## src/hw/device_config_status_consts.vh

```
// constants for the device configuration status register block
// Notes on behaviour
// - bits 31:12 and 7 reserved, writes ignored
// - bit 11 shows ethernet block enable
// - pci enable overrides the ethernet block enable
// - bit 10 shows host port bus width
// - bit 9 eeprom autoload, only with pci
// - bit 8 pci enable replaces host port pins
// - bits 6:5 cpu clock multiplier mode
// - bit 4 byte order, little endian default
// - bits 3:2 boot mode codes
// - bits 1:0 memory interface clock source
`ifndef DEVICE_CONFIG_STATUS_CONSTS_VH
`define DEVICE_CONFIG_STATUS_CONSTS_VH

// register byte addresses
`define DCS_STATUS_ADDR 32'h01b3f004
`define DCS_CHECK_ADDR 32'h01b3f0f8

// status register field positions
`define DCS_ETH_EN_BIT 11
`define DCS_HP_WIDTH_BIT 10
`define DCS_EEPROM_BIT 9
`define DCS_PCI_EN_BIT 8
`define DCS_CPU_CLOCK_MULTIPLIER_MODE_LSB 5
`define DCS_ENDIAN_BIT 4
`define DCS_BOOT_LSB 2
`define DCS_CLKSRC_LSB 0

// check register field positions
`define DCS_FLAG_LSB 0
`define DCS_MASK_LSB 8
`define DCS_CHECK_W 3

// reset values of captured fields and the mask
`define DCS_RESET_CFG 11'h010
`define DCS_RESET_MASK 3'h0

// field encodings
`define DCS_CPU_CLOCK_MULTIPLIER_MODE_RSV 2'h3
`define DCS_BOOT_NONE 2'h0
`define DCS_BOOT_HOST 2'h1
`define DCS_BOOT_RSV 2'h2
`define DCS_BOOT_MEM 2'h3
`define DCS_CLKSRC_RSV 2'h3

// strap capture timing, in core clock cycles
`define DCS_SETTLE_CYCLES 8'h10
`define DCS_CAPTURE_LIMIT 8'hff

`endif

```

## src/hw/device_config_status.v

```verilog
// apb slave reporting the reset-time device configuration
`timescale 1ns/100ps
`include "device_config_status_consts.vh"
module device_config_status #(
	parameter CFG_W = 11
) (
	input wire core_clk_i,
	input wire arst_n_i,
	// apb slave port
	input wire psel_i,
	input wire penable_i,
	input wire pwrite_i,
	input wire [31:0] paddr_i,
	input wire [31:0] pwdata_i,
	output reg [31:0] prdata_o,
	output reg pready_o,
	output reg pslverr_o,
	// configuration straps, sampled after reset release
	input wire ethernet_block_enable_i,
	input wire host_port_bus_width_i,
	input wire pci_eeprom_autoload_i,
	input wire pci_enable_i,
	input wire [1:0] cpu_clock_multiplier_mode_i,
	input wire byte_order_select_i,
	input wire [1:0] boot_mode_i,
	input wire [1:0] memory_interface_clock_source_i,
	// configuration as used by the rest of the chip
	output reg config_valid_o,
	output reg ethernet_block_enable_o,
	output reg host_port_bus_width_o,
	output reg host_port_pins_enable_o,
	output reg pci_enable_o,
	output reg pci_eeprom_autoload_o,
	output reg [1:0] cpu_clock_multiplier_mode_o,
	output reg byte_order_select_o,
	output reg boot_host_port_o,
	output reg boot_pci_o,
	output reg boot_memory_o,
	output reg [1:0] memory_interface_clock_source_o,
	output reg config_fault_o
);

	// capture sequencer states
	localparam ST_WAIT = 2'b00;
	localparam ST_CAPTURE = 2'b01;
	localparam ST_HELD = 2'b10;

	// flags whether a two-bit code equals its reserved value
	function code_is_reserved;
		input [1:0] code;
		input [1:0] rsv;
		begin
			code_is_reserved = (code == rsv);
		end
	endfunction

	// builds the status word; bits 31:12 and 7 stay zero
	function [31:0] status_word;
		input [CFG_W-1:0] cfg;
		begin
			status_word = 32'h0000_0000;
			status_word[11:8] = cfg[10:7];
			status_word[6:0] = cfg[6:0];
		end
	endfunction

	// true when a bus address selects the given register word
	function addr_hit;
		input [31:0] addr;
		input [31:0] base;
		begin
			addr_hit = (addr == base);
		end
	endfunction

	wire [CFG_W-1:0] raw_straps;
	wire [CFG_W-1:0] sync_straps;
	wire straps_agree;

	reg [1:0] state_ff;
	reg [1:0] nxt_state;
	reg [7:0] settle_ff;
	reg [7:0] nxt_settle;
	reg [7:0] wait_ff;
	reg [7:0] nxt_wait;
	reg [CFG_W-1:0] cfg_ff;
	reg [`DCS_CHECK_W-1:0] mask_ff;
	reg [`DCS_CHECK_W-1:0] nxt_mask;
	reg [`DCS_CHECK_W-1:0] flag_ff;

	wire access_phase;
	wire commit;
	wire hit_status;
	wire hit_check;
	reg [31:0] nxt_rdata;
	reg nxt_slverr;
	wire answer_now;

	// packed in the same order as the status word bits 11:8 and 6:0
	assign raw_straps = {
		ethernet_block_enable_i,
		host_port_bus_width_i,
		pci_eeprom_autoload_i,
		pci_enable_i,
		cpu_clock_multiplier_mode_i,
		byte_order_select_i,
		boot_mode_i,
		memory_interface_clock_source_i
	};

	// straps come from board pins, so they cross into the core clock first
	strap_sync #(
		.WIDTH(CFG_W)
	) u_strap_sync (
		.core_clk_i(core_clk_i),
		.arst_n_i(arst_n_i),
		.strap_i(raw_straps),
		.strap_o(sync_straps),
		.agree_o(straps_agree)
	);

	// capture sequencer: wait for quiet straps, then latch once
	always @* begin
		nxt_state = state_ff;
		nxt_settle = settle_ff;
		nxt_wait = wait_ff;
		case (state_ff)
			ST_WAIT: begin
				if (wait_ff != `DCS_CAPTURE_LIMIT) begin
					nxt_wait = wait_ff + 8'h01;
				end
				// any disagreement restarts the count, so a bouncing strap delays capture
				if (!straps_agree) begin
					nxt_settle = 8'h00;
				end else if (settle_ff != `DCS_SETTLE_CYCLES) begin
					nxt_settle = settle_ff + 8'h01;
				end
				// a strap that never settles must not stall the chip forever
				if (settle_ff == `DCS_SETTLE_CYCLES || wait_ff == `DCS_CAPTURE_LIMIT) begin
					nxt_state = ST_CAPTURE;
				end
			end
			ST_CAPTURE: begin
				nxt_state = ST_HELD;
			end
			ST_HELD: begin
				// only a reset leaves this state
				nxt_state = ST_HELD;
			end
			default: begin
				nxt_state = ST_WAIT;
			end
		endcase
	end

	always @(posedge core_clk_i or negedge arst_n_i) begin
		if (!arst_n_i) begin
			state_ff <= ST_WAIT;
			settle_ff <= 8'h00;
			wait_ff <= 8'h00;
		end else begin
			state_ff <= nxt_state;
			settle_ff <= nxt_settle;
			wait_ff <= nxt_wait;
		end
	end

	// configuration is latched exactly once per reset
	always @(posedge core_clk_i or negedge arst_n_i) begin
		if (!arst_n_i) begin
			cfg_ff <= `DCS_RESET_CFG;
		end else if (state_ff == ST_CAPTURE) begin
			cfg_ff <= sync_straps;
		end
	end

	// reserved codes are recorded so software can spot a bad strap setting
	always @(posedge core_clk_i or negedge arst_n_i) begin
		if (!arst_n_i) begin
			flag_ff <= {`DCS_CHECK_W{1'b0}};
		end else if (state_ff == ST_CAPTURE) begin
			flag_ff[0] <= code_is_reserved(sync_straps[6:5], `DCS_CPU_CLOCK_MULTIPLIER_MODE_RSV);
			flag_ff[1] <= code_is_reserved(sync_straps[3:2], `DCS_BOOT_RSV);
			flag_ff[2] <= code_is_reserved(sync_straps[1:0], `DCS_CLKSRC_RSV);
		end
	end

	// captured fields by name; above the reserved bit the cfg index is one below
	wire cap_eth;
	wire cap_width;
	wire cap_eeprom;
	wire cap_pci;
	wire [1:0] cap_cpu_clock_multiplier_mode;
	wire cap_endian;
	wire [1:0] cap_boot;
	wire [1:0] cap_clksrc;

	assign cap_eth = cfg_ff[10];
	assign cap_width = cfg_ff[9];
	assign cap_eeprom = cfg_ff[8];
	assign cap_pci = cfg_ff[7];
	assign cap_cpu_clock_multiplier_mode = cfg_ff[6:5];
	assign cap_endian = cfg_ff[4];
	assign cap_boot = cfg_ff[3:2];
	assign cap_clksrc = cfg_ff[1:0];

	// valid rises a cycle after the held state, once the outputs below have settled
	always @(posedge core_clk_i or negedge arst_n_i) begin
		if (!arst_n_i) begin
			config_valid_o <= 1'b0;
		end else begin
			config_valid_o <= (state_ff == ST_HELD);
		end
	end

	// pin ownership: pci takes the shared pins, so the ethernet enable is ignored then
	always @(posedge core_clk_i or negedge arst_n_i) begin
		if (!arst_n_i) begin
			ethernet_block_enable_o <= 1'b0;
			host_port_pins_enable_o <= 1'b0;
			pci_enable_o <= 1'b0;
			pci_eeprom_autoload_o <= 1'b0;
		end else begin
			ethernet_block_enable_o <= cap_eth & ~cap_pci;
			host_port_pins_enable_o <= ~cap_pci;
			pci_enable_o <= cap_pci;
			// eeprom load only means something with pci switched on
			pci_eeprom_autoload_o <= cap_eeprom & cap_pci;
		end
	end

	// plain copies of the width, clock and byte order settings
	always @(posedge core_clk_i or negedge arst_n_i) begin
		if (!arst_n_i) begin
			host_port_bus_width_o <= 1'b0;
			cpu_clock_multiplier_mode_o <= 2'h0;
			byte_order_select_o <= 1'b1;
			memory_interface_clock_source_o <= 2'h0;
		end else begin
			host_port_bus_width_o <= cap_width;
			cpu_clock_multiplier_mode_o <= cap_cpu_clock_multiplier_mode;
			byte_order_select_o <= cap_endian;
			memory_interface_clock_source_o <= cap_clksrc;
		end
	end

	// host-port boot goes to pci or host port depending on pci enable
	always @(posedge core_clk_i or negedge arst_n_i) begin
		if (!arst_n_i) begin
			boot_host_port_o <= 1'b0;
			boot_pci_o <= 1'b0;
			boot_memory_o <= 1'b0;
		end else begin
			boot_host_port_o <= (cap_boot == `DCS_BOOT_HOST) & ~cap_pci;
			boot_pci_o <= (cap_boot == `DCS_BOOT_HOST) & cap_pci;
			// no boot and the reserved code both leave every boot output low
			boot_memory_o <= (cap_boot == `DCS_BOOT_MEM);
		end
	end

	// a masked-in reserved code raises the fault level; masked out it stays quiet
	always @(posedge core_clk_i or negedge arst_n_i) begin
		if (!arst_n_i) begin
			config_fault_o <= 1'b0;
		end else begin
			config_fault_o <= |(flag_ff & mask_ff);
		end
	end

	// apb decode: status word and check register only; any other address
	// answers with an error so that a stray pointer shows up in software
	assign access_phase = psel_i & penable_i;
	assign commit = access_phase & pready_o;
	assign answer_now = access_phase & ~pready_o;
	assign hit_status = addr_hit(paddr_i, `DCS_STATUS_ADDR);
	assign hit_check = addr_hit(paddr_i, `DCS_CHECK_ADDR);

	// read data and error are prepared in the first access cycle
	always @* begin
		nxt_rdata = 32'h0000_0000;
		nxt_slverr = 1'b0;
		if (hit_status) begin
			nxt_rdata = status_word(cfg_ff);
		end else if (hit_check) begin
			nxt_rdata[`DCS_FLAG_LSB +: `DCS_CHECK_W] = flag_ff;
			nxt_rdata[`DCS_MASK_LSB +: `DCS_CHECK_W] = mask_ff;
		end else begin
			nxt_slverr = 1'b1;
		end
		if (pwrite_i) begin
			nxt_rdata = 32'h0000_0000;
		end
	end

	// one wait state keeps pready and prdata straight from flops
	always @(posedge core_clk_i or negedge arst_n_i) begin
		if (!arst_n_i) begin
			pready_o <= 1'b0;
		end else begin
			// ready drops after one cycle; an access held past it is answered again every second cycle
			pready_o <= answer_now;
		end
	end

	// read data stands only in the answer cycle and reads zero otherwise
	always @(posedge core_clk_i or negedge arst_n_i) begin
		if (!arst_n_i) begin
			prdata_o <= 32'h0000_0000;
		end else if (answer_now) begin
			prdata_o <= nxt_rdata;
		end else begin
			prdata_o <= 32'h0000_0000;
		end
	end

	// error flag follows the same one-cycle answer window
	always @(posedge core_clk_i or negedge arst_n_i) begin
		if (!arst_n_i) begin
			pslverr_o <= 1'b0;
		end else if (answer_now) begin
			pslverr_o <= nxt_slverr;
		end else begin
			pslverr_o <= 1'b0;
		end
	end

	// only the mask bits are writable; the status word ignores writes
	always @* begin
		nxt_mask = mask_ff;
		if (commit & pwrite_i & hit_check) begin
			nxt_mask = pwdata_i[`DCS_MASK_LSB +: `DCS_CHECK_W];
		end
	end

	always @(posedge core_clk_i or negedge arst_n_i) begin
		if (!arst_n_i) begin
			mask_ff <= `DCS_RESET_MASK;
		end else begin
			mask_ff <= nxt_mask;
		end
	end

endmodule // device_config_status

```

## src/hw/strap_sync.v

```verilog
// three-stage synchroniser for reset-time configuration straps
`timescale 1ns/100ps
module strap_sync #(
	parameter WIDTH = 11
) (
	input wire core_clk_i,
	input wire arst_n_i,
	input wire [WIDTH-1:0] strap_i,
	output reg [WIDTH-1:0] strap_o,
	output reg agree_o
);

	reg [WIDTH-1:0] meta_ff;
	reg [WIDTH-1:0] sync_ff;
	reg [WIDTH-1:0] hold_ff;
	wire [WIDTH-1:0] nxt_strap;

	// a bit only moves once the second and third stage agree
	assign nxt_strap = (sync_ff & ~(sync_ff ^ hold_ff)) | (strap_o & (sync_ff ^ hold_ff));

	// the first stage feeds nothing but the second
	always @(posedge core_clk_i or negedge arst_n_i) begin
		if (!arst_n_i) begin
			meta_ff <= {WIDTH{1'b0}};
			sync_ff <= {WIDTH{1'b0}};
			hold_ff <= {WIDTH{1'b0}};
			strap_o <= {WIDTH{1'b0}};
			agree_o <= 1'b0;
		end else begin
			meta_ff <= strap_i;
			sync_ff <= meta_ff;
			hold_ff <= sync_ff;
			strap_o <= nxt_strap;
			agree_o <= (sync_ff == hold_ff);
		end
	end

endmodule // strap_sync

```

## config.mk

```make
export PLATFORM = sky130hd
export DESIGN_NAME = device_config_status
export DESIGN_NICKNAME = d
export VERILOG_FILES = /design/src/hw/device_config_status.v /design/src/hw/strap_sync.v
export VERILOG_INCLUDE_DIRS = /design/src /design/src/hw
export SDC_FILE = /design/constraint.sdc
export NUM_CORES = 1
export LEC_CHECK = 0
export BUFFER_PORTS_ARGS = -buffer_cell sky130_fd_sc_hd__buf_2
export CAP_MARGIN = 30
export CORE_MARGIN = 2
export CORE_UTILIZATION = 55
export DETAILED_ROUTE_END_ITERATION = 10
export HOLD_SLACK_MARGIN = 0.12
export PLACE_DENSITY = 0.95
export SKIP_CTS_REPAIR_TIMING = 1
export SYNTH_ARGS = -nofsm -noshare
export SYNTH_HDL_FRONTEND = slang
export SYNTH_HIERARCHICAL = 1
export SYNTH_SLANG_ARGS = --single-unit
```

## constraint.sdc

```tcl
create_clock -name core_clk_i -period 4.5 [get_ports core_clk_i]
set_input_delay 0.9 -clock core_clk_i [delete_from_list [all_inputs] [get_ports core_clk_i]]
set_output_delay 0.9 -clock core_clk_i [all_outputs]
set_load 0.02 [all_outputs]
```

# Yosys cells after proc, flatten, opt, wreduce, memory -nomap -nowiden
# Index checks and enable logic that the tools add are counted.
word_totals:
  reg_bits: 129
  out_inout_bits: 49
op_classes:
  add_sub_neg: 2
  n_eq_ne: 16
  mux: 15
  bitwise_logic: 17
  reduce_logical: 6
op_table:
  columns: ["operator", "n"]
  rows:
  - ["equality test 32 x 25 -> 1 bit (second input constant)", 2]
  - ["two-way mux 32 bit", 2]
  - ["AND 11 bit", 2]
  - ["adder 8 x 1 -> 8 bit (second input constant)", 2]
  - ["two-way mux 8 bit", 2]
  - ["two-way mux 3 bit", 4]
  - ["equality test 11 bit", 1]
  - ["NOT 11 bit", 1]
  - ["bitwise OR 11 bit", 1]
  - ["bitwise XOR 11 bit", 1]
  - ["equality test 2 bit (second input constant)", 5]
  - ["AND 1 bit", 9]
  - ["equality test 8 x 5 -> 1 bit (second input constant)", 1]
  - ["equality test 8 bit (second input constant)", 1]
  - ["!= test 8 x 5 -> 1 bit (second input constant)", 1]
  - ["!= test 8 bit (second input constant)", 1]
  - ["equality test 2 x 1 -> 1 bit (second input constant)", 2]
  - ["two-way mux 1 bit", 4]
  - ["two-way mux 4 bit", 1]
  - ["!= test 2 bit (second input constant)", 2]
  - ["case mux 2 bit (2 select lines)", 1]
  - ["AND reduction 2 bit", 2]
  - ["AND 3 bit", 1]
  - ["OR reduction 3 bit", 1]
  - ["other kinds (5)", 6]

# Longest topological paths before layout
logic_depth:
  depth_word: 5
  mapped_depth: 6
  mapped_depth_nobuf: 6

# Cells and area by module
# The synthesis kept the hierarchy.
by_module_without_submodules:
  columns: ["module", "n_inst", "cells_per_inst", "area_per_inst_um2"]
  rows:
  - ["device_config_status", 1, 237, 2870.3]
  - ["strap_sync", 1, 71, 1360.1]

# Least setup slack after synthesis
# No wires, ideal clock.
synth_timing:
  path_kind: "input to register"
  start: "input paddr_i[2]"
  end: "register mask_ff[0]"
  setup_ns: 0.125
  arrival_ns: 2.058
  t_required_ns: 4.375
  path_slack_ns: 2.317
  path_stages: 4
  n_path_buf: 0
  cell_sequence: "nand2b_4 -> or4_4 -> nor3_4 -> mux2_4"
synth_between:
  elab_chain_cells: 2
synth_rtl:
  columns: ["item", "line_no", "rtl"]
  rows:
  - ["start, declared", "device_config_status.v:13", "input wire [31:0] paddr_i,"]
  - ["equality test 32 x 25 -> 1 bit", "device_config_status.v:72", "addr_hit = (addr == base);"]
  - ["AND 1 bit", "device_config_status.v:330", "if (commit & pwrite_i & hit_check) begin"]
  - ["end signal, assigned", "device_config_status.v:337", "mask_ff <= `DCS_RESET_MASK;"]
  - ["end signal, assigned", "device_config_status.v:339", "mask_ff <= nxt_mask;"]
  - ["end, declared", "device_config_status.v:87", "reg [`DCS_CHECK_W-1:0] mask_ff;"]
# Every way passes these cells.
# A chain may end at the register's enable or synchronous reset.

# Worst setup path in the final report
layout_timing:
  start: "register settle_ff[0]"
  end: "register settle_ff[4]"
layout_between:
  elab_chain_cells: 3
  elab_cells_between_ends: 6
layout_rtl:
  columns: ["item", "line_no", "rtl"]
  rows:
  - ["start, declared", "device_config_status.v:82", "reg [7:0] settle_ff;"]
  - ["start signal, assigned", "device_config_status.v:163", "settle_ff <= nxt_settle;"]
  - ["adder 8 x 1 -> 8 bit / != test 8 x 5 -> 1 bit (equally long branches)", null, null]
  - ["two-way mux 8 bit / != test 2 bit (equally long branches)", null, null]
  - ["two-way mux 8 bit / AND reduction 2 bit (equally long branches)", null, null]
# Several ways; a longest one is shown, not always the timed one. The select of a mux whose other input is x is not followed.

==> flow_metrics.tcl <==
set metrics [dict create \
    outcome "completed" \
    clockBufferDepth 2 \
    layout_commonest_cell "dfrtp_1" \
    crit_arrival_ns 2.36 \
    synth_area_mm2 0.00423 \
    holdPathEnd "u_strap_sync/sync_ff[9]" \
    wire_per_inst_um 14.1 \
    coreArea_mm2 0.00737 \
    fin_setup_tns_ns 0 \
    drt-pass1-iter-count 6 \
    clock_latency_ns 0.36 \
    die_y_um 91.7 \
    grt_pass1_wl_um 12000 \
    drt_wl_total_um 7000 \
    ff2ff_path_depth 6 \
    io_buffers 78 \
    yosysWarnings 6 \
    pin_count 129 \
    r2r_end "settle_ff[4]" \
    top_usage_layer "met2" \
    ys.flop_type "dfrtp_1" \
    holdPathStages 0 \
    fin_ws_ns 2.39 \
    synth_edf_count 0 \
    cp_max_fo 8 \
    period_minus_slack_ns 2.11 \
    synth_cells 308 \
    fmax_mhz 474 \
    cts_tree "done" \
    cts_root_buffer "clkbuf_8" \
    syn2layout_area_growth_pct 14.0 \
    drive_gt1_share_pct 29.7 \
    dp_hpwl_um 4990 \
    tightestPinTransition_ns 0.835 \
    slew_viol_final 0 \
    grt_overflow_total 0 \
    cts.sinks 108 \
    cts-htree-levels 3 \
    cp-start-kind "flop" \
    finalCritPeriodShare_pct 46.9 \
    worstSetupPathType "flop to flop" \
    maxSlewHeadroom_pct 44.4 \
    drc 0 \
    die_area_mm2 0.00841 \
    finalNonFillerCells 496 \
    met1_usage_pct 23.7 \
    hold_start "u_strap_sync/meta_ff[9]" \
    placedCellCount 480 \
    regToRegSetupSlack_ns 2.39 \
    p_per_area_mw_per_mm2 338 \
    synth_cell_types 59 \
    vias 2574 \
    rsz0062_at_grt "no" \
    ys_seq_elements 108 \
    use_met3_pct 3.20 \
    antenna_found_initial 0 \
    dp_slack_ns 2.15 \
    max_cap_viol_count 0 \
    place_congestion 0.798 \
    netlist_top_cells_area "dfrtp_1 (63%), buf_4 (3.7%), xnor2_1 (2.7%)" \
    grt_usage_pct 18.3 \
    synthArstFlopShare_pct 100 \
    postRouteAntennaNets 0 \
    nFillCells 531 \
    synth_top_area_cell "dfrtp_1" \
    required_ns 4.75 \
    placementRows 31 \
    r2r-start "settle_ff[0]" \
    cts_buffers 9 \
    ir_drop_mv 0.220 \
    start_util_pct 57.4 \
    p_leak_nw 2.40 \
    layout.nets 478 \
    worstHoldPathType "flop to flop" \
    register_area_mm2 0.00271 \
    final_cell_mix "dfrtp_1 (106), buf_2 (77), conb_1 (21)" \
    cp-end-kind "flop" \
    finClkSkew_ns 0.00823 \
    avgViaCountPerCell 5.19 \
    setup_viol 0 \
    drt_iter0_markers 115 \
    seq_area_frac_synth_pct 63.9 \
    grtUsageMet2_pct 29.8 \
    antenna_cells 0 \
    multi_input_area_mm2 0.00138 \
    syn_avg_cell_area_um2 13.7 \
    hold_viol 0 \
    clk_pin_slew_ns 0.09 \
    grt_max_degree 72 \
    die_w_um 91.7 \
    synth.top_cell.area_share_pct 62.7 \
    grt_pass1_vias 2544 \
]
-- synthesized netlist by cell type, types with 6 or more instances --
cell,number
nand3_1,8
ha_1,6
dfrtp_1,106
and3_1,7
buf_4,21
xnor2_1,13
a22oi_1,6
nand2_1,10
inv_1,9
mux2_1,10
nor2_1,19
maj3_1,11
-- layout make-up --
type                       count  area share, %
tap                           99           2.57
clock buffer                  12           3.22
timing repair buffer          79           8.30
clock inverter                 4          0.493
inverter                      11          0.856
multi-input combinational    183           28.5
sequential                   108           56.1
-- report_power, final --
group	internal [W]	switching, W	leakage (nW)
Sequential	0.000996	0.0000194	1.38
Clock	0.000230	0.000298	0.0961
Combinational	0.0000356	0.0000516	0.930
Total	0.00126	0.000369	2.40
-- cells by family (layout without fill, tap and decap cells) --
group / after synthesis / count (layout) / synth area share (%)
DFF: 108 / 108 / 63.9
and+or+nand+nor: 83 / 83 / 13.4
buffers and inverters: 37 / 106 / 5.32
AOI/OAI and AO/OA: 27 / 27 / 4.41
muxes: 18 / 18 / 4.97
adders and majority gates: 17 / 17 / 4.38
xor gates and xnor gates: 17 / 17 / 3.52
other: 1 / 21 / 0.0886
-- worst max-delay path: stages, from the launching register on --
cell	delay (ns)
dfrtp_1	0.40
clkinv_1	0.15
ha_1	0.24
nor4b_1	0.16
a41oi_1	0.64
nand2_1	0.16
a32o_1	0.25
-- metal layers --
metal | share of wire, % | vias up
met3 | 5.1 | 15
met4 | 2.6 | 0
met1 | 42 | 1259
met5 | 0 | -
met2 | 50 | 103
li1 | - | 1197
-- through the flow --
step	utilization, %	cell area, um2	hold slack, ns	total power, W
6_report	65.5	4820	0.353	0.00163
5_1_grt	65.5	4820	0.359	0.00171
4_1_cts	65.5	4820	0.355	0.00164
3_5_place_dp	63.0	4650	0.335	0.00112
3_3_place_gp	63.0	4650	0.334	0.00112
2_1_floorplan	-	4310	0.331	0.00108
-- worst max-delay path by stage --
| stage | startpoint | end | slack (ns) | cells after the start |
|---|---|---|---|---|
| 3_5_place_dp | paddr_i[2] | mask_ff[0] | 2.15 | 5 |
| 3_3_place_gp | paddr_i[2] | mask_ff[1] | 2.17 | 5 |
| 6_report | settle_ff[0] | settle_ff[4] | 2.39 | 6 |
| 4_1_cts | settle_ff[0] | settle_ff[4] | 2.44 | 6 |
| 5_1_grt | settle_ff[0] | settle_ff[4] | 2.30 | 6 |
| 2_1_floorplan | paddr_i[2] | mask_ff[0] | 2.32 | 4 |
(Power assumes the default switching activity.)
